`config.mk`:
```
export PLATFORM = sky130hd
export DESIGN_NAME = chan01_mode_ctl
export DESIGN_NICKNAME = d
export VERILOG_FILES = /design/src/rtl/chan01_mode_ctl.v
export VERILOG_INCLUDE_DIRS = /design/src /design/src/shared
export SDC_FILE = /design/constraint.sdc
export NUM_CORES = 1
export LEC_CHECK = 0
export ABC_AREA = 1
export BUFFER_PORTS_ARGS = -buffer_cell sky130_fd_sc_hd__buf_4
export CELL_PAD_IN_SITES_DETAIL_PLACEMENT = 1
export CELL_PAD_IN_SITES_GLOBAL_PLACEMENT = 1
export CORE_MARGIN = 10
export CORE_UTILIZATION = 34
export DETAILED_ROUTE_END_ITERATION = 10
export PLACE_DENSITY_LB_ADDON = 0.1
export SYNTH_ARGS = -nofsm -noshare
export SYNTH_HDL_FRONTEND = slang
export SYNTH_SLANG_ARGS = --single-unit
```
`constraint.sdc`:
```
create_clock -name mclk_i -period 2.2 [get_ports mclk_i]
set_input_delay 0.44 -clock mclk_i [delete_from_list [all_inputs] [get_ports mclk_i]]
set_output_delay 0.44 -clock mclk_i [all_outputs]
set_load 0.05 [all_outputs]
```
`src/shared/chan01_mode_map.vh`:
```
// register offsets, field positions, reset value and encodings
// for the channel 0/1 mode control block; included by the rtl file.
`ifndef CHAN01_MODE_MAP_VH
`define CHAN01_MODE_MAP_VH
// ****************************************************************
// register offsets (byte addresses, word access)
// ****************************************************************
`define CMC_ADDR_W 8
`define CMC_OFS_MODE_CTL 8'h18
`define CMC_OFS_CMP_VALUE 8'h34
`define CMC_OFS_CTRL 8'h40
`define CMC_OFS_STATUS 8'h44
`define CMC_MODE_CTL_RESET 16'h0000
// ****************************************************************
// mode control fields, output layout
// ****************************************************************
`define CMC_CH0_MS_LSB 0
`define CMC_CH0_FAST_BIT 2
`define CMC_CH0_SHADOW_BIT 3
`define CMC_CH0_OCTL_LSB 4
`define CMC_CH0_CLEAR_BIT 7
`define CMC_CH1_MS_LSB 8
// ****************************************************************
// mode control fields, input layout
// ****************************************************************
`define CMC_CH0_PSC_LSB 2
`define CMC_CH0_FLT_LSB 4
`define CMC_CH1_PSC_LSB 10
`define CMC_CH1_FLT_LSB 12
// ****************************************************************
// own control register fields
// ****************************************************************
`define CMC_CTRL_CH0_EN 0
`define CMC_CTRL_CH1_EN 1
`define CMC_CTRL_PROTECTION_LEVEL_LSB 2
`define CMC_CTRL_COUNT_DOWN 4
// ****************************************************************
// encodings
// ****************************************************************
`define CMC_MS_OUTPUT 2'b00
`define CMC_MS_OWN 2'b01
`define CMC_MS_OTHER 2'b10
`define CMC_MS_TRIGGER 2'b11
`define CMC_PROTECTION_LEVEL_LOCKED 2'b11
`define CMC_OC_TIMING 3'b000
`define CMC_OC_SET 3'b001
`define CMC_OC_CLEAR 3'b010
`define CMC_OC_TOGGLE 3'b011
`define CMC_OC_LOW 3'b100
`define CMC_OC_HIGH 3'b101
`define CMC_OC_PWM0 3'b110
`define CMC_OC_PWM1 3'b111
`define CMC_CMP_W 16
`endif

```
`src/rtl/chan01_mode_ctl.v`:
```
// channel 0/1 mode control: register, input filter, edge prescaler,
// channel 0 compare shadow and prepared output.
// assumes counter, update event and dead-time clock enable come from the
// surrounding timer on mclk_i; pins and the internal trigger are asynchronous.
`include "chan01_mode_map.vh"
`default_nettype none
module chan01_mode_ctl
(
   input wire mclk_i,
   input wire arst_n_i,
   input wire [`CMC_ADDR_W-1:0] addr_i,
   input wire [31:0] wdata_i,
   input wire wr_i,
   input wire rd_i,
   output reg [31:0] rdata_o,
   input wire [1:0] ch_pin_i,
   input wire internal_trigger_i,
   input wire external_trigger_filtered_i,
   input wire dead_time_tick_i,
   input wire update_event_i,
   input wire [`CMC_CMP_W-1:0] counter_i,
   output reg [1:0] capture_o,
   output reg ch0_prepared_output_o,
   output reg [`CMC_CMP_W-1:0] ch0_compare_value_o
);
   // ****************************************************************
   // registers
   // ****************************************************************
   reg [15:0] mode_ctl;
   reg [4:0] ctrl;
   reg [`CMC_CMP_W-1:0] cmp_shadow;
   reg [15:0] next_mode_ctl;
   wire [1:0] ch_en;
   wire [1:0] protection_level;
   wire sel_mode;
   wire sel_cmp;
   wire [1:0] ch0_ms;
   wire [2:0] ch0_octl;
   assign ch_en = ctrl[`CMC_CTRL_CH1_EN:`CMC_CTRL_CH0_EN];
   assign protection_level = ctrl[`CMC_CTRL_PROTECTION_LEVEL_LSB+1:`CMC_CTRL_PROTECTION_LEVEL_LSB];
   assign sel_mode = wr_i && (addr_i == `CMC_OFS_MODE_CTL);
   assign sel_cmp = wr_i && (addr_i == `CMC_OFS_CMP_VALUE);
   assign ch0_ms = mode_ctl[`CMC_CH0_MS_LSB+1:`CMC_CH0_MS_LSB];
   assign ch0_octl = mode_ctl[`CMC_CH0_OCTL_LSB+2:`CMC_CH0_OCTL_LSB];

   always @*
   begin
      next_mode_ctl = wdata_i[15:0];
      // hold mode fields of enabled channels
      if (ch_en[0])
      begin
         next_mode_ctl[1:0] = mode_ctl[1:0];
      end
      if (ch_en[1])
      begin
         next_mode_ctl[9:8] = mode_ctl[9:8];
      end
      if (protection_level == `CMC_PROTECTION_LEVEL_LOCKED && ch0_ms == `CMC_MS_OUTPUT)
      begin
         next_mode_ctl[`CMC_CH0_SHADOW_BIT] =
            mode_ctl[`CMC_CH0_SHADOW_BIT];
         next_mode_ctl[6:4] = mode_ctl[6:4];
      end
   end

   always @(posedge mclk_i or negedge arst_n_i)
   begin
      if (!arst_n_i)
      begin
         mode_ctl <= `CMC_MODE_CTL_RESET;
         ctrl <= 5'h00;
         cmp_shadow <= 16'h0000;
         ch0_compare_value_o <= 16'h0000;
      end
      else
      begin
         if (sel_mode)
         begin
            mode_ctl <= next_mode_ctl;
         end
         if (wr_i && addr_i == `CMC_OFS_CTRL)
         begin
            ctrl <= wdata_i[4:0];
         end
         if (sel_cmp)
         begin
            cmp_shadow <= wdata_i[`CMC_CMP_W-1:0];
         end
         if (sel_cmp && !mode_ctl[`CMC_CH0_SHADOW_BIT])
         begin
            ch0_compare_value_o <= wdata_i[`CMC_CMP_W-1:0];
         end
         else if (mode_ctl[`CMC_CH0_SHADOW_BIT] && update_event_i)
         begin
            ch0_compare_value_o <= cmp_shadow;
         end
      end
   end

   // ****************************************************************
   // input synchronisers, one per channel plus one for the internal trigger, and filters, one per channel
   // ****************************************************************
   reg [1:0] pin_meta;
   reg [1:0] pin_sync;
   reg trig_meta;
   reg trig_sync;
   reg trig_prev;
   wire [1:0] filtered;
   wire [1:0] rise;
   always @(posedge mclk_i or negedge arst_n_i)
   begin
      if (!arst_n_i)
      begin
         pin_meta <= 2'h0;
         pin_sync <= 2'h0;
         trig_meta <= 1'b0;
         trig_sync <= 1'b0;
         trig_prev <= 1'b0;
      end
      else
      begin
         pin_meta <= ch_pin_i;
         pin_sync <= pin_meta;
         trig_meta <= internal_trigger_i;
         trig_sync <= trig_meta;
         trig_prev <= trig_sync;
      end
   end
   wire trig_rise;
   assign trig_rise = trig_sync && !trig_prev;

   genvar gi;
   generate
      for (gi = 0; gi < 2; gi = gi + 1)
      begin : g_ch
         reg [4:0] div_cnt;
         reg [2:0] same_cnt;
         reg flt_level;
         reg flt_prev;
         reg [2:0] edge_cnt;
         reg [3:0] code;
         reg [2:0] need;
         reg [4:0] div;
         reg samp;
         reg [1:0] ms;
         reg [1:0] psc;
         reg [2:0] psc_mask;
         reg src;
         wire src_edge;
         always @*
         begin
            code = mode_ctl[8*gi+7 -: 4];
            ms = mode_ctl[8*gi+1 -: 2];
            psc = mode_ctl[8*gi+3 -: 2];
            need = 3'd0;
            div = 5'd0;
            case (code)
               4'h1: need = 3'd1;
               4'h2: need = 3'd3;
               4'h3: need = 3'd7;
               4'h4: begin need = 3'd5; div = 5'd1; end
               4'h5: begin need = 3'd7; div = 5'd1; end
               4'h6: begin need = 3'd5; div = 5'd3; end
               4'h7: begin need = 3'd7; div = 5'd3; end
               4'h8: begin need = 3'd5; div = 5'd7; end
               4'h9: begin need = 3'd7; div = 5'd7; end
               4'ha: begin need = 3'd4; div = 5'd15; end
               4'hb: begin need = 3'd5; div = 5'd15; end
               4'hc: begin need = 3'd7; div = 5'd15; end
               4'hd: begin need = 3'd4; div = 5'd31; end
               4'he: begin need = 3'd5; div = 5'd31; end
               4'hf: begin need = 3'd7; div = 5'd31; end
               default: need = 3'd0;
            endcase
            samp = (code < 4'h4) ? 1'b1 :
               (dead_time_tick_i && div_cnt == div);
            case (psc)
               2'b00: psc_mask = 3'd0;
               2'b01: psc_mask = 3'd1;
               2'b10: psc_mask = 3'd3;
               default: psc_mask = 3'd7;
            endcase
            case (ms)
               `CMC_MS_OWN: src = flt_level;
               `CMC_MS_OTHER: src = filtered[1-gi];
               `CMC_MS_TRIGGER: src = trig_sync;
               default: src = 1'b0;
            endcase
         end
         always @(posedge mclk_i or negedge arst_n_i)
         begin
            if (!arst_n_i)
            begin
               div_cnt <= 5'd0;
               same_cnt <= 3'd0;
               flt_level <= 1'b0;
               flt_prev <= 1'b0;
               edge_cnt <= 3'd0;
            end
            else
            begin
               if (code < 4'h4)
               begin
                  div_cnt <= 5'd0;
               end
               else if (dead_time_tick_i)
               begin
                  div_cnt <= (div_cnt >= div) ? 5'd0 : div_cnt + 5'd1;
               end
               if (code == 4'h0)
               begin
                  flt_level <= pin_sync[gi];
                  same_cnt <= 3'd0;
               end
               else if (samp)
               begin
                  if (pin_sync[gi] == flt_level)
                  begin
                     same_cnt <= 3'd0;
                  end
                  else if (same_cnt >= need)
                  begin
                     flt_level <= pin_sync[gi];
                     same_cnt <= 3'd0;
                  end
                  else
                  begin
                     same_cnt <= same_cnt + 3'd1;
                  end
               end
               flt_prev <= src;
               if (!ch_en[gi] || ms == `CMC_MS_OUTPUT)
               begin
                  edge_cnt <= 3'd0;
               end
               else if (src_edge)
               begin
                  edge_cnt <= (edge_cnt == psc_mask) ? 3'd0 :
                     edge_cnt + 3'd1;
               end
            end
         end
         assign src_edge = src && !flt_prev;
         assign rise[gi] = ch_en[gi] && ms != `CMC_MS_OUTPUT &&
            src_edge && edge_cnt == psc_mask;
         assign filtered[gi] = flt_level;
      end
   endgenerate

   // ****************************************************************
   // channel 0 prepared output
   // ****************************************************************
   reg next_prep;
   reg pwm_level;
   wire below;
   wire above;
   wire match;
   wire count_down;
   assign below = counter_i < ch0_compare_value_o;
   assign above = counter_i > ch0_compare_value_o;
   assign match = counter_i == ch0_compare_value_o;
   assign count_down = ctrl[`CMC_CTRL_COUNT_DOWN];
   always @*
   begin
      pwm_level = count_down ? !above : below;
      if (ch0_octl == `CMC_OC_PWM1)
      begin
         pwm_level = !pwm_level;
      end
      if (mode_ctl[`CMC_CH0_FAST_BIT] && trig_rise)
      begin
         pwm_level = ch0_octl == `CMC_OC_PWM0;
      end
      next_prep = ch0_prepared_output_o;
      case (ch0_octl)
         `CMC_OC_SET: next_prep = match ? 1'b1 : next_prep;
         `CMC_OC_CLEAR: next_prep = match ? 1'b0 : next_prep;
         `CMC_OC_TOGGLE: next_prep = match ^ next_prep;
         `CMC_OC_LOW: next_prep = 1'b0;
         `CMC_OC_HIGH: next_prep = 1'b1;
         `CMC_OC_PWM0: next_prep = pwm_level;
         `CMC_OC_PWM1: next_prep = pwm_level;
         default: next_prep = ch0_prepared_output_o;
      endcase
      if (mode_ctl[`CMC_CH0_CLEAR_BIT] && external_trigger_filtered_i)
      begin
         next_prep = 1'b0;
      end
   end

   always @(posedge mclk_i or negedge arst_n_i)
   begin
      if (!arst_n_i)
      begin
         ch0_prepared_output_o <= 1'b0;
         capture_o <= 2'h0;
         rdata_o <= 32'h00000000;
      end
      else
      begin
         ch0_prepared_output_o <= (ch0_ms == `CMC_MS_OUTPUT) ?
            next_prep : 1'b0;
         capture_o <= rise;
         rdata_o <= 32'h00000000;
         if (rd_i)
         begin
            case (addr_i)
               `CMC_OFS_MODE_CTL: rdata_o <= {16'h0000, mode_ctl};
               `CMC_OFS_CMP_VALUE: rdata_o <= {16'h0000, cmp_shadow};
               `CMC_OFS_CTRL: rdata_o <= {27'h0000000, ctrl};
               `CMC_OFS_STATUS: rdata_o <= {28'h0000000, filtered,
                  trig_sync, ch0_prepared_output_o};
               default: rdata_o <= 32'h00000000;
            endcase
         end
      end
   end
endmodule // chan01_mode_ctl
`default_nettype wire

```
==> results of run 1 <==
==> area by class of cell <==
type	instances	area, um^2	share of cell area (%)
Clock buffer	9	225	3.18
Clock inverter	6	67.6	0.953
Timing Repair Buffer	111	846	11.9
Tap cell	220	275	3.88
Sequential cell	105	2630	37.1
Multi-Input combinational cell	480	2630	37.1
Inverter	109	415	5.86
==> layer usage <==
metal | vias to the layer above | track usage (%)
met5 | - | 0
met4 | 0 | 4.13
met3 | 12 | 2.97
met2 | 76 | 29.3
met1 | 2451 | 18.5
li1 | 2495 | -
==> cells by family (layout without fill, tap and decap cells) <==
| family | count (synthesis) | in the layout |
|---|---|---|
| buffers and inverters | 140 | 235 |
| adders and majority gates | 38 | 38 |
| muxes | 1 | 1 |
| other | 1 | 16 |
| DFF | 105 | 105 |
| and+or+nand+nor | 247 | 247 |
| xor gates and xnor gates | 9 | 9 |
| AOI/OAI and AO/OA | 169 | 169 |
==> repair_timing <==
action / 4_1_cts / 5_1_grt
setup buffers: 0 / 4
resized for setup: 0 / 14
setup endpoints to repair: 0 / 11
==> synthesized netlist by cell type, drive strengths merged, types with 3 or more instances <==
| cell | n |
|---|---|
| o22ai | 14 |
| clkbuf | 5 |
| ha | 38 |
| nor2 | 46 |
| xnor2 | 4 |
| inv | 108 |
| buf | 26 |
| dfrtp | 105 |
| nand3 | 22 |
| o21ai | 77 |
| a21oi | 58 |
| o211ai | 7 |
| nand2 | 157 |
| nor3 | 9 |
| nand4 | 5 |
| o21a | 3 |
| xor2 | 5 |
==> stage by stage <==
step           hold WS, ns  utilization, %
6_report            0.0223            42.6
5_1_grt             0.0440            42.6
4_1_cts             0.0267            42.2
3_5_place_dp         0.339            40.5
3_3_place_gp         0.337            40.5
2_1_floorplan        0.144               -
==> sequential cells by signal, indices dropped and copies added, names as in the netlist, 2 cells and up <==
signal and count:
pin_meta 2, g_ch.div_cnt 10, g_ch.flt_level 2, g_ch.edge_cnt 6, ch0_compare_value_o 16, cmp_shadow 16, g_ch.same_cnt 6, ctrl 5
rdata_o 16, mode_ctl 16, g_ch.flt_prev 2, capture_o 2, pin_sync 2
==> how the worst max path moves through the flow <==
stage,end,slack (ns),cells past startpoint
after floorplan,g_ch[1].same_cnt[2],0.18,10
after global placement,g_ch[0].flt_level,0.13,11
after detailed placement,g_ch[1].same_cnt[2],0.03,11
after CTS,g_ch[1].same_cnt[2],0.01,11
after global routing,g_ch[1].same_cnt[2],0.004,13
final,g_ch[0].same_cnt[1],0.15,11
==> where the power goes <==
group          total [W]  internal, W  switching [W]
combinational    0.00198     0.000698        0.00129
sequential       0.00246      0.00221       0.000251
clock            0.00165     0.000882       0.000771
==> worst max-delay path, cell delays in order (launching register included) <==
cell and delay (ns):
dfrtp_1 0.47, inv_1 0.15, nand2_1 0.09, nand2_1 0.07, nand2_1 0.05, o21ai_1 0.08, inv_1 0.05, ha_1 0.29
nand2_1 0.06, o211ai_1 0.28, nor2_2 0.08, a32o_1 0.27
==> flow_metrics.py, run 1 <==
metrics = {
    "detailed_routing": {
        "drtIter0Drc": 142,
        "route.met3.wl_um": 601,
        "drc_errors": 0,
        "met2_length_um": 9300,
        "met1_length_um": 7630,
        "drtAntennaViolNets": 0,
        "wl_um": 17700,
        "wire_per_inst_um": 17.0,
        "first_pass_iters": 6,
        "vias": 5034,
        "topRoutingLayerUsed": "met4",
        "vias_per_cell": 4.84,
    },
    "floorplanning": {
        "fp.coreArea_mm2": 0.0166,
        "num_io_pins": 117,
        "die-area_mm2": 0.0226,
        "rows": 47,
        "fp.dieW_um": 150,
        "die_h_um": 150,
        "start_util_pct": 34.8,
    },
    "power_and_ir_drop": {
        "p_leak_nw": 3.61,
        "p_total_w": 0.00610,
        "peakVddDrop_mv": 0.362,
        "power_density_mw_per_mm2": 861,
    },
    "cts": {
        "cts_tree": "done",
        "cts_sinks": 105,
        "cts-root-buf": "clkbuf_16",
        "cts_hold_repair.buffers": 0,
        "htreeDepth": 3,
        "clk_latency_ns": 0.36,
        "clkTransAtPathRegs_ns": 0.07,
        "cts_buffers": 9,
        "max-clock-path-buffers": 2,
    },
    "status": {
        "status": "complete, no violations",
    },
    "sta": {
        "setup_violations": 0,
        "maxSlewViolCount": 0,
        "slew-limit-headroom_pct": 59.1,
        "hold_viol_final": 0,
        "grt_setup_unrepaired": "false",
        "clock_skew_ns": 0.00768,
        "tightest_slew_ns": 0.612,
        "max_freq_ghz": 0.487,
        "setup_ws_ns": 0.148,
        "period_share_pct": 93.3,
        "tns_ns": 0,
        "finalCriticalPeriod_ns": 2.05,
    },
    "critical_path": {
        "cp.arrival_ns": 2.30,
        "timing.rr.end": "g_ch[0].same_cnt[1]",
        "path_class": "register to register",
        "r2r_cells": 11,
        "end_kind": "register",
        "cp.required_ns": 2.44,
        "r2r_start": "mode_ctl[7]",
        "startpoint_type": "register",
        "rrSetupSlack_ns": 0.15,
        "critical_path_peak_fanout": 9,
        "critPathLaunch": "mode_ctl[7]",
    },
    "placement": {
        "hpwlAfterDp_um": 14300,
        "dpl-instance-area_mm2": 0.00674,
        "port_buffers": 84,
        "numPlacedInstances": 1021,
        "gp_congestion": 0.833,
        "post-place-ws_ns": 0.0313,
    },
    "synthesis": {
        "synth_xor_xnor_area_share_pct": 1.36,
        "async_flop_share_pct": 100,
        "synth_compound_area_share_pct": 15.9,
        "synth_top_family_by_area": "simple AND/OR/NAND/NOR gates",
        "yosys.area_share.simple_pct": 18.4,
        "synth_warnings": 0,
        "synth_ff_type": "dfrtp_1",
        "yosysSeqAreaShare_pct": 45.4,
        "synth_mux_area_share_pct": 0.195,
        "synth_top_area_share_pct": 45.4,
        "avgSynthCellArea_um2": 8.15,
        "synth_edf_count": 0,
        "synth.area.top_cells": "dfrtp_1 45%, nand2_1 10%, ha_1 8.2%",
        "synth-seq-cells": 105,
        "synth_cell_types": 45,
        "synth.largest_area_cell": "dfrtp_1",
        "synth-adder-area-share_pct": 8.22,
        "netlist_area_mm2": 0.00579,
        "syn_inst": 710,
    },
    "final_layout": {
        "syn_to_final_growth_pct": 22.5,
        "final_cell_mix": "155 x nand2_1, 110 x buf_4, 104 x inv_1",
        "instances_no_fill": 1040,
        "drive_gt1_share_pct": 18.0,
        "nFillCells": 2061,
        "stdcell_area_mm2": 0.00709,
        "finalNetCount": 920,
        "layout_commonest_cell": "nand2_1",
        "n_antenna_cell": 0,
    },
    "global_routing": {
        "grt_max_degree": 37,
        "globalRouteTotalUtil_pct": 15.9,
        "antenna_found_initial": 0,
        "grt_pass1_wl_um": 28400,
        "gr-total-overflow": 0,
        "grt_pass1_vias": 5514,
    },
    "flow_run": {
        "drv_cap": 0,
    },
    "min_path": {
        "min_path_type": "input pin to async pin",
    },
}
Power figures use the tool's default switching activity.
==> run 2, diff against run 1 <==
- CORE_ASPECT_RATIO: unset -> 0.5
==> run 2 against run 1 <==
Net effect:
- combinational power barely moved
- largest cell class is now multi-input combinational cells
- clock-buffer cell count increased by 3
- utilization up 0.50 points
- worst hold slack gained 0.056 ns
- register-to-register slack better by 0.02 ns
- largest power group unchanged
==> flow_metrics.py, run 2 (synthesis gave the netlist of run 1 again) <==
metrics = {
    "critical_path": {
        "crit_slowest_cell": "dfrtp_1",
        "max_stage_delay_ns": 0.43,
        "cp.arrival_ns": 2.27,
        "critical_path_peak_fanout": 4,
        "cp_cell_sequence": "nor2_1 > inv_1 > nand3_2 > ha_4 > nand2_1 > nor2_2 > nand2_1 > o21ai_2 > inv_1 > nor2_1 > a21oi_2 > nor2_1 > a21oi_1",
        "path_class": "register to register",
        "r2r_start": "mode_ctl[4]",
        "startpoint_type": "register",
        "cp.required_ns": 2.44,
        "critPathMostFrequentCell": "nor2_1",
        "critPathLaunch": "mode_ctl[4]",
        "end_kind": "register",
    },
    "final_layout": {
        "final_cell_mix": "155 x nand2_1, 104 x buf_4, 103 x inv_1",
        "n_antenna_cell": 0,
        "drive_gt1_share_pct": 18.5,
        "finalNetCount": 917,
        "syn_to_final_growth_pct": 23.0,
        "stdcell_area_mm2": 0.00712,
        "instances_no_fill": 1045,
        "fin_util_pct": 43.1,
        "layout_commonest_cell": "nand2_1",
    },
    "global_routing": {
        "grt_max_degree": 42,
        "antenna_found_initial": 0,
        "globalRouteTotalUtil_pct": 15.4,
        "grt_pass1_vias": 5244,
        "grt_pass1_wl_um": 28000,
        "gr-total-overflow": 0,
    },
    "cts": {
        "htreeDepth": 3,
        "cts_sinks": 105,
        "cts_buffers": 9,
        "cts-root-buf": "clkbuf_16",
        "max-clock-path-buffers": 2,
        "clkTransAtPathRegs_ns": 0.07,
        "cts_tree": "done",
        "cts_hold_repair.buffers": 0,
        "clk_latency_ns": 0.35,
    },
    "placement": {
        "numPlacedInstances": 1027,
        "hpwlAfterDp_um": 14100,
        "dpl-instance-area_mm2": 0.00676,
        "port_buffers": 84,
        "gp_congestion": 0.798,
    },
    "status": {
        "status": "complete, no violations",
    },
    "sta": {
        "slew-limit-headroom_pct": 58.8,
        "clock_skew_ns": 0.00901,
        "finalCriticalPeriod_ns": 2.04,
        "tns_ns": 0,
        "hold_viol_final": 0,
        "tightest_slew_ns": 0.614,
        "maxSlewViolCount": 0,
        "period_share_pct": 92.5,
        "max_freq_ghz": 0.491,
        "setup_violations": 0,
        "hold_ws_ns": 0.0782,
    },
    "detailed_routing": {
        "drtIter0Drc": 190,
        "first_pass_iters": 4,
        "vias": 4981,
        "drc_errors": 0,
        "vias_per_cell": 4.77,
        "wl_um": 17400,
        "wire_per_inst_um": 16.7,
        "drtAntennaViolNets": 0,
    },
    "floorplanning": {
        "fp.coreArea_mm2": 0.0165,
        "die_h_um": 112,
        "start_util_pct": 35.0,
        "rows": 33,
        "die-area_mm2": 0.0230,
        "fp.dieW_um": 205,
        "num_io_pins": 117,
    },
    "flow_run": {
        "drv_cap": 0,
    },
    "power_and_ir_drop": {
        "p_leak_nw": 3.59,
        "power_density_mw_per_mm2": 844,
        "peakVddDrop_mv": 0.391,
    },
    "min_path": {
        "min_path_type": "input pin to async pin",
    },
}
## run 2: critical path, delay by kind of cell, from the launching register on
family | cells | cell delay, ns
and+or+nand+nor | 7 | 0.73
DFF | 1 | 0.43
adders and majority gates | 1 | 0.28
AOI/OAI and AO/OA | 3 | 0.28
buffers and inverters | 2 | 0.22
## run 2: where the power goes
group / internal, W / switching (W)
logic: 0.000698 / 0.00128
registers: 0.00221 / 0.000275
clock network: 0.000801 / 0.000738
## run 2: routing by layer
layer | vias up | part of all wire (%) | GRT usage (%)
met5 | - | 0 | 0
met4 | 0 | 1.1 | 3.58
met3 | 13 | 3.5 | 3.73
met2 | 63 | 47 | 25.2
met1 | 2410 | 48 | 20.0
li1 | 2495 | - | -
## run 2: worst paths after layout
check | endpoint | slack [ns] | cells past startpoint
max | g_ch[0].flt_level | 0.16 | 13
min in group mclk_i | pin_meta[1] | 0.19 | 1
max reg2reg | g_ch[0].flt_level | 0.16 | 13
min | ch0_compare_value_o[2] | 0.08 | 1
max in group asynchronous | mode_ctl[15] | 1.53 | 2
min reg2reg | pin_sync[1] | 0.35 | 0
## run 2: timing repair
item                                    CTS  global route
endpoints found under the setup margin    0            12
buffers inserted                          0             2
resized for setup                         0            22
## run 2: through the flow
| step | power [W] | setup slack, ns |
|---|---|---|
| 3_3_place_gp | 0.00440 | 0.108 |
| 6_report | 0.00600 | 0.165 |
| 3_5_place_dp | 0.00449 | 0.0322 |
| 5_1_grt | 0.00643 | -0.00738 |
| 2_1_floorplan | 0.00378 | 0.175 |
| 4_1_cts | 0.00605 | 0.000651 |
## run 2: final cells by class
cell class                      instances  area, um^2
Clock buffer                           12         246
Clock inverter                          4        28.8
Fill cell                            2037        9400
Inverter                              109         418
Multi-Input combinational cell        480        2650
Sequential cell                       105        2630
Tap cell                              227         284
Timing Repair Buffer                  108         852
